[config.mk]
export PLATFORM = sky130hd
export DESIGN_NAME = arr_readout
export DESIGN_NICKNAME = d
export VERILOG_FILES = /design/src/arr_pkg.sv /design/src/arr_readout.sv
export SDC_FILE = /design/constraint.sdc
export NUM_CORES = 1
export LEC_CHECK = 0
export BUFFER_PORTS_ARGS = -buffer_cell sky130_fd_sc_hd__buf_4
export CAP_MARGIN = 40
export CORE_MARGIN = 5
export CORE_UTILIZATION = 61
export DETAILED_ROUTE_END_ITERATION = 7
export PLACE_DENSITY = 0.81
export SLEW_MARGIN = 20
export SYNTH_ARGS = -nofsm -noshare
export SYNTH_HDL_FRONTEND = slang
export SYNTH_SLANG_ARGS = --single-unit
[constraint.sdc]
create_clock -name ref_clk -period 4.7 [get_ports ref_clk]
set_input_delay 0.47 -clock ref_clk [delete_from_list [all_inputs] [get_ports ref_clk]]
set_output_delay 0.47 -clock ref_clk [all_outputs]
set_load 0.02 [all_outputs]
[src/arr_pkg.sv]
// constants shared by the result readout interface
package arr_pkg;

  // ----------------------------------------------------------------
  // word and lane layout
  // ----------------------------------------------------------------
  localparam int          WORD_W       = 16;
  localparam int          CNT_W        = 5;
  localparam logic [4:0]  BITS_PER_WORD = 5'h10;
  localparam int          SER_DATA_LANE = 15;
  localparam int          SER_CLK_LANE  = 14;
  localparam int          SER_SYNC_LANE = 13;
  localparam logic [15:0] OE_ALL       = 16'hFFFF;
  localparam logic [15:0] OE_NONE      = 16'h0000;
  localparam logic [15:0] OE_MASTER    = 16'hE000;
  localparam logic [15:0] OE_SLAVE     = 16'h8000;
  localparam logic [15:0] WORD_RESET   = 16'h0000;

  // ----------------------------------------------------------------
  // synchronised pin vector positions
  // ----------------------------------------------------------------
  localparam int PIN_W    = 15;
  localparam int P_CSN    = 0;
  localparam int P_RDN    = 1;
  localparam int P_CNVN   = 2;
  localparam int P_SERSEL = 3;
  localparam int P_CODSEL = 4;
  localparam int P_BYTSEL = 5;
  localparam int P_CLKSRC = 6;
  localparam int P_RDMODE = 7;
  localparam int P_DIV0   = 8;
  localparam int P_DIV1   = 9;
  localparam int P_SCLK   = 10;
  localparam int P_PD     = 11;
  localparam int P_CLKINV = 12;
  localparam int P_SYNINV = 13;
  localparam int P_SPARE  = 14;

  // ----------------------------------------------------------------
  // serial clock divider: half period is 2**select reference cycles in master read-after-conversion mode, one cycle otherwise
  // ----------------------------------------------------------------
  localparam int          DIV_CNT_W  = 4;
  localparam logic [3:0]  HALF_BASE  = 4'h1;

  // ----------------------------------------------------------------
  // result buffer
  // ----------------------------------------------------------------
  localparam int         BUF_DEPTH = 2;
  localparam logic [1:0] BUF_FULL  = 2'h2;

endpackage : arr_pkg

[src/arr_readout.sv]
// result readout interface of a 16-bit sampling converter
module arr_readout
  import arr_pkg::*;
(
  // clock and reset
  input  wire logic                ref_clk,
  input  wire logic                rst_n,
  // host pins
  input  wire logic                chipSelectN,
  input  wire logic                readStrobeN,
  input  wire logic                sclkIn,
  output logic [WORD_W-1:0]        dataOut,
  output logic [WORD_W-1:0]        dataOe,
  output logic                     busy,
  output logic                     readErrorPulse,
  // configuration pins
  input  wire logic                convertStartN,
  input  wire logic                powerDownInput,
  input  wire logic                outputCodingSelect,
  input  wire logic                serialParallelSelect,
  input  wire logic                byteOrderSelect,
  input  wire logic                clockSourceSelect,
  input  wire logic                readModeDaisyInput,
  input  wire logic [1:0]          serialClockDividerSelect,
  input  wire logic                sclkInvert,
  input  wire logic                syncInvert,
  // converter core
  output logic                     convStart,
  input  wire logic                resultValid,
  input  wire logic [WORD_W-1:0]   resultData,
  output logic                     resultReady
);

  // ----------------------------------------------------------------
  // pin synchronisers
  // ----------------------------------------------------------------
  logic [PIN_W-1:0] pinRaw;
  logic [PIN_W-1:0] pinS1_r;
  logic [PIN_W-1:0] pinS2_r;
  logic [PIN_W-1:0] pinS3_r;

  assign pinRaw = {1'b0, syncInvert, sclkInvert, powerDownInput, sclkIn,
                   serialClockDividerSelect, readModeDaisyInput,
                   clockSourceSelect, byteOrderSelect, outputCodingSelect,
                   serialParallelSelect, convertStartN, readStrobeN,
                   chipSelectN};

  always_ff @(posedge ref_clk or negedge rst_n) begin
    if (!rst_n) begin
      pinS1_r <= 15'h7FFF;
      pinS2_r <= 15'h7FFF;
      pinS3_r <= 15'h7FFF;
    end else begin
      pinS1_r <= pinRaw;
      pinS2_r <= pinS1_r;
      pinS3_r <= pinS2_r;
    end
  end

  wire csLow     = !pinS2_r[P_CSN];
  wire bothLow   = csLow && !pinS2_r[P_RDN];
  wire serMode   = pinS2_r[P_SERSEL];
  wire slaveMode = pinS2_r[P_CLKSRC];
  wire rdcMode   = pinS2_r[P_RDMODE];
  wire startEdge = pinS3_r[P_CNVN] && !pinS2_r[P_CNVN];
  wire sclkRise  = !pinS3_r[P_SCLK] && pinS2_r[P_SCLK];
  wire sclkFall  = pinS3_r[P_SCLK] && !pinS2_r[P_SCLK];
  wire masterRac = serMode && !slaveMode && !rdcMode;
  wire masterRdc = serMode && !slaveMode && rdcMode;
  wire slaveRac  = serMode && slaveMode && !rdcMode;
  wire slaveRdc  = serMode && slaveMode && rdcMode;

  // ----------------------------------------------------------------
  // conversion control
  // ----------------------------------------------------------------
  logic convActive_r;
  logic busy_r;
  logic convStart_r;
  logic readErr_r;
  logic msDone;
  logic [CNT_W-1:0] bitCnt_r;

  wire startEv = startEdge && !convActive_r && !pinS2_r[P_PD];
  wire convEnd;

  always_ff @(posedge ref_clk or negedge rst_n) begin
    if (!rst_n) begin
      convActive_r <= 1'b0;
      convStart_r  <= 1'b0;
    end else begin
      convStart_r <= startEv;
      if (startEv)
        convActive_r <= 1'b1;
      else if (convEnd)
        convActive_r <= 1'b0;
    end
  end

  wire busyClr = masterRac ? (msDone && !convActive_r) : convEnd;

  always_ff @(posedge ref_clk or negedge rst_n) begin
    if (!rst_n) begin
      busy_r <= 1'b0;
    end else if (startEv) begin
      busy_r <= 1'b1;
    end else if (busyClr) begin
      busy_r <= 1'b0;
    end
  end

  // ----------------------------------------------------------------
  // two-entry result buffer
  // ----------------------------------------------------------------
  logic [WORD_W-1:0] bufMem_r [BUF_DEPTH];
  logic              wrPtr_r;
  logic              rdPtr_r;
  logic [1:0]        bufCnt_r;
  logic              bufRdy_r;
  logic              shBusy;

  wire push    = resultValid && bufRdy_r;
  wire bufVld  = bufCnt_r != 2'h0;
  wire pop     = bufVld && !shBusy;
  wire [1:0] cntNxt = bufCnt_r + {1'b0, push} - {1'b0, pop};
  assign convEnd = push;

  always_ff @(posedge ref_clk or negedge rst_n) begin
    if (!rst_n) begin
      wrPtr_r  <= 1'b0;
      rdPtr_r  <= 1'b0;
      bufCnt_r <= 2'h0;
      bufRdy_r <= 1'b1;
    end else begin
      if (push)
        wrPtr_r <= !wrPtr_r;
      if (pop)
        rdPtr_r <= !rdPtr_r;
      bufCnt_r <= cntNxt;
      bufRdy_r <= cntNxt != BUF_FULL;
    end
  end

  always_ff @(posedge ref_clk) begin
    if (push)
      bufMem_r[wrPtr_r] <= resultData;
  end

  // ----------------------------------------------------------------
  // output result register
  // ----------------------------------------------------------------
  logic [WORD_W-1:0] result_r;
  logic              newWord_r;

  always_ff @(posedge ref_clk or negedge rst_n) begin
    if (!rst_n) begin
      result_r  <= WORD_RESET;
      newWord_r <= 1'b0;
    end else begin
      newWord_r <= pop;
      if (pop)
        result_r <= bufMem_r[rdPtr_r];
    end
  end

  wire outputCodingSelect_s = pinS2_r[P_CODSEL];
  wire [WORD_W-1:0] coded = outputCodingSelect_s ?
                            {!result_r[WORD_W-1], result_r[WORD_W-2:0]} :
                            result_r;
  wire [WORD_W-1:0] parWord = pinS2_r[P_BYTSEL] ?
                              {coded[7:0], coded[15:8]} : coded;

  // ----------------------------------------------------------------
  // serial shifter, shared by master and slave
  // ----------------------------------------------------------------
  logic [WORD_W-1:0] shReg_r;
  logic              daisyBit_r;
  logic              msAct_r;
  logic              sclkLvl_r;
  logic [DIV_CNT_W-1:0] divCnt_r;

  wire loadRac  = newWord_r && (masterRac || slaveRac);
  wire loadRdc  = startEv && (masterRdc || slaveRdc);
  wire loadSh   = loadRac || loadRdc;
  wire [1:0] serialClockDividerSel = {pinS2_r[P_DIV1], pinS2_r[P_DIV0]};
  wire [DIV_CNT_W-1:0] halfLen = masterRac ?
       DIV_CNT_W'(HALF_BASE << serialClockDividerSel) : HALF_BASE;
  wire halfEnd  = msAct_r && (divCnt_r == halfLen - HALF_BASE);
  wire msFall   = halfEnd && sclkLvl_r;
  wire slvShift = serMode && slaveMode && csLow && sclkFall
                  && bitCnt_r != 5'h0;
  wire slvLatch = slaveRac && csLow && sclkRise;
  wire doShift  = msFall || slvShift;
  assign msDone = msFall && bitCnt_r == 5'h1;
  assign shBusy = msAct_r || loadSh;

  always_ff @(posedge ref_clk or negedge rst_n) begin
    if (!rst_n) begin
      shReg_r    <= WORD_RESET;
      bitCnt_r   <= 5'h0;
      daisyBit_r <= 1'b0;
    end else begin
      if (slvLatch)
        daisyBit_r <= pinS2_r[P_RDMODE];
      if (loadSh) begin
        shReg_r  <= coded;
        bitCnt_r <= BITS_PER_WORD;
      end else if (doShift) begin
        shReg_r  <= {shReg_r[WORD_W-2:0], slaveRac && daisyBit_r};
        bitCnt_r <= bitCnt_r - 5'h1;
      end
    end
  end

  // master clock: starts low, rise then fall per bit
  always_ff @(posedge ref_clk or negedge rst_n) begin
    if (!rst_n) begin
      msAct_r   <= 1'b0;
      sclkLvl_r <= 1'b0;
      divCnt_r  <= 4'h0;
    end else if (loadSh && !slaveMode) begin
      msAct_r   <= 1'b1;
      sclkLvl_r <= 1'b0;
      divCnt_r  <= 4'h0;
    end else if (msAct_r) begin
      divCnt_r <= halfEnd ? 4'h0 : divCnt_r + 4'h1;
      if (halfEnd)
        sclkLvl_r <= !sclkLvl_r;
      if (msDone)
        msAct_r <= 1'b0;
    end
  end

  // ----------------------------------------------------------------
  // read error on unread bits at conversion end, slave read-during-conversion mode only
  // ----------------------------------------------------------------
  always_ff @(posedge ref_clk or negedge rst_n) begin
    if (!rst_n)
      readErr_r <= 1'b0;
    else
      readErr_r <= convEnd && slaveRdc && bitCnt_r != 5'h0;
  end

  // ----------------------------------------------------------------
  // pin drivers
  // ----------------------------------------------------------------
  logic [WORD_W-1:0] dataOut_r;
  logic [WORD_W-1:0] dataOe_r;

  wire sclkDrv = sclkLvl_r ^ pinS2_r[P_CLKINV];
  wire syncDrv = msAct_r ^ pinS2_r[P_SYNINV];
  wire [WORD_W-1:0] serWord = {shReg_r[WORD_W-1], sclkDrv, syncDrv,
                               13'h0000};
  wire [WORD_W-1:0] serOe = slaveMode ? OE_SLAVE : OE_MASTER;
  wire [WORD_W-1:0] outNxt = serMode ? serWord : parWord;
  wire [WORD_W-1:0] oeNxt = !bothLow ? OE_NONE :
                            serMode ? serOe : OE_ALL;

  always_ff @(posedge ref_clk or negedge rst_n) begin
    if (!rst_n) begin
      dataOut_r <= WORD_RESET;
      dataOe_r  <= OE_NONE;
    end else begin
      dataOut_r <= outNxt;
      dataOe_r  <= oeNxt;
    end
  end

  assign dataOut        = dataOut_r;
  assign dataOe         = dataOe_r;
  assign busy           = busy_r;
  assign readErrorPulse = readErr_r;
  assign convStart      = convStart_r;
  assign resultReady    = bufRdy_r;

endmodule : arr_readout

==> results by group <==
Run status
  • Status: complete, no violations

Cells and area
  • Nets: 536
  • Finished Layout Cells: 617
  • # diodes: 0
  • Commonest non-fill, non-tap cell in the layout: buf_4
  • Most frequent cells in the layout: buf_4 (73), dfrtp_1 (72), mux2i_1 (34)
  • Synth-to-Final Area Change: 20.3%
  • Layout cell share with drive strength beyond 1: 29.1%

Synthesis
  • Syn Nets: 480
  • Number of synthesized flops with an enable pin: 32
  • Seq/Total Area, Yosys: 64.5%
  • Syn avg cell area: 12.6 um2
  • Synthesis Warnings: 0
  • Async set-reset flop share out of synthesis: 76.3%
  • Cells after synthesis: 440
  • #FFs+latches synth: between 100 and 150
  • Post-synthesis cell area: roughly 5500 um2
  • Netlist cell types: 49
  • Main synth FF type: dfrtp_1

Global route
  • Gr ovfl total: 0
  • Largest net degree at the start of global routing: 58
  • Vias in the first global route: around 3900
  • All-Layer GR Usage: 23.2%
  • Initial antenna violation count: 0
  • First-pass GRT wire length: 20000 um

STA
  • Slew @ Worst Pin: about 800 ps
  • Max Clock Freq: 292 MHz
  • Clock skew: 8.23 ps
  • RSZ-0062 raised after global routing: no
  • Setup violators final: 0
  • Slew HR: between 40% and 50%
  • Fin Setup TNS: 0 ps
  • Tmin final: 3430 ps
  • Max Slew Vio Count: 0
  • Final Hold Viols: 0
  • Fin crit share: 72.9%

Floorplan
  • Die Area: 11100 um2
  • Top Ports: just under 70
  • Die Height: 105 um
  • Die Wd: ~110 um
  • Initial core utilization: 63.0%
  • Placeable Area: 8810 um2
  • Cell row count: 34

Placed design
  • Placed cells: 582
  • Final HPWL DP: 7570 um
  • GP Congestion: ~0.81
  • IO Port Bufs: 68

Worst setup path
  • Kind of critical path: register to register
  • Reg-to-reg slack, setup: 1270 ps
  • Worst path cell trace: or3b_4, or3_1, ha_1, xor2_1, and4_1, o21a_1, nand4_1, a21o_1
  • Critical Path RT: 5120 ps
  • Worst path max stage delay: approximately 800 ps
  • Worst Path Buf+Inv: 0
  • Critical path's top delay family: simple AND/OR/NAND/NOR gates
  • CP max FO: 26
  • Slowest CP cell: dfstp_2
  • CP endpoint kind: register
  • Worst Setup Start Kind: register
  • WP data arrival: 3840 ps

Clock network
  • Total CTS buffers: 17
  • Max clock buf depth: 2
  • H-tree level count: 4
  • Root Buffer: clkbuf_8
  • Clock sinks: ~140
  • CTS tree: built
  • Post-CTS setup buffer count: 0
  • Skew-Pair Late Insertion Delay: 520 ps
  • CTS clk-pin slew, worst paths: 60 ps

Worst hold path
  • Worst Hold Class: input pin to register

Route
  • Drc violations: 0
  • Via count: around 3800
  • Routed WL per cell: 19.9 um
  • Post-route ant nets: 0
  • Number of DRC markers in iteration 0: approximately 290
  • Via/cell ratio: 6.20
  • First drt pass iteration count: 5
  • Detailed Route WL: 12300 um

Power
  • Maximum VDD drop: 0.000479 V
  • Static Leak: 2.96 nW
  • Pwr Density: 647 nW/um2

Flow run
  • Max Cap Viol: 0
repair_timing:
action | CTS | global route
hold buffers | 1 | 0
hold endpoints to repair | 35 | 0
gates resized for setup | 0 | 0
worst register-to-register path, stage by stage, from the launching register on:
cell,delay [ps]
dfstp_2,810
or3b_4,460
or3_1,330
ha_1,200
xor2_1,180
and4_1,260
o21a_1,680
nand4_1,200
a21o_1,210
sequential cells by signal (all words and copies together), names as in the netlist, 2 cells and up:
name	flops
bufMem_r	32
dataOut	16
result_r	16
shReg_r	16
pinS1_r	14
pinS2_r	14
bitCnt_r	5
divCnt_r	4
dataOe	3
bufCnt_r	2
pinS3_r	2
layer usage:
layer	wire, um	GRT usage, %	up-vias
li1	-	-	1696
met1	5000	30.4	1925
met2	6210	37.5	183
met3	845	6.60	21
met4	217	7.78	0
met5	0	0	-
report_power, final:
group / internal (mW) / switching, mW / leakage (nW) / total (mW)
combinational: 0.443 / 0.684 / 1.13 / 1.13
sequential: 1.53 / 0.277 / 1.54 / 1.81
clock: 0.832 / 0.552 / 0.301 / 1.38
total: 2.80 / 1.51 / 2.96 / 4.32
layout make-up:
type                       count  area, um2
clock inverter                15        206
sequential                   135       3580
multi-input combinational    256       1710
tap                          108        135
fill                         553       2140
clock buffer                  17        414
inverter                       9       33.8
timing repair buffer          77        596
synthesized netlist by cell type, types with 9 or more instances:
cell type  instances  area, um2
mux2i_1           34        340
dfstp_2           31        815
o211ai_1          19        143
buf_4             14        105
o21ai_0           23        115
nor2_1            25       93.8
a22oi_1           15        113
inv_1              9       33.8
edfxtp_1          32        961
dfrtp_1           72       1800
nand3_1           23        115
nand4_1           19        119
buf_2              9       45.0
nand2_1           25       93.8
clkbuf_1          13       48.8
path summary, 6_finish.rpt:
path	startpoint	to	depth (start not counted)
min in group asynchronous	rst_n	wrPtr_r$_DFFE_PN0P_	2
max reg2reg	pinS2_r[3]$_DFF_PN1_	msAct_r$_DFF_PN0_	8
min reg2reg	pinS1_r[11]$_DFF_PN1_	pinS2_r[11]$_DFF_PN1_	0
min	powerDownInput	pinS1_r[11]$_DFF_PN1_	1
max in group asynchronous	rst_n	bitCnt_r[0]$_DFFE_PN0P_	3
max	pinS2_r[3]$_DFF_PN1_	msAct_r$_DFF_PN0_	8
per-stage QoR:
stage / hold WS, ps / total power, mW / instance area, um2 / utilization, % / setup slack, ps
global placement: 345 / 2.79 / 5990 / 68.0 / 1340
global route: 27.4 / 4.52 / 6670 / 75.7 / 1120
CTS: 32.4 / 4.30 / 6640 / 75.4 / 1320
detailed placement: 348 / 2.87 / 6010 / 68.3 / 1360
finish: 50.6 / 4.32 / 6670 / 75.7 / 1270
floorplan: 174 / 2.50 / 5550 / - / 1960
cell families after synthesis:
family | Yosys count | share of synthesized area [%]
adders and majority gates | 7 | 1.58
xor gates and xnor gates | 11 | 1.74
buffers and inverters | 49 | 4.74
muxes | 34 | 6.14
and+or+nand+nor | 126 | 11.9
AOI/OAI and AO/OA | 78 | 9.41
DFF | 135 | 64.5
Power figures use the tool's default switching activity.
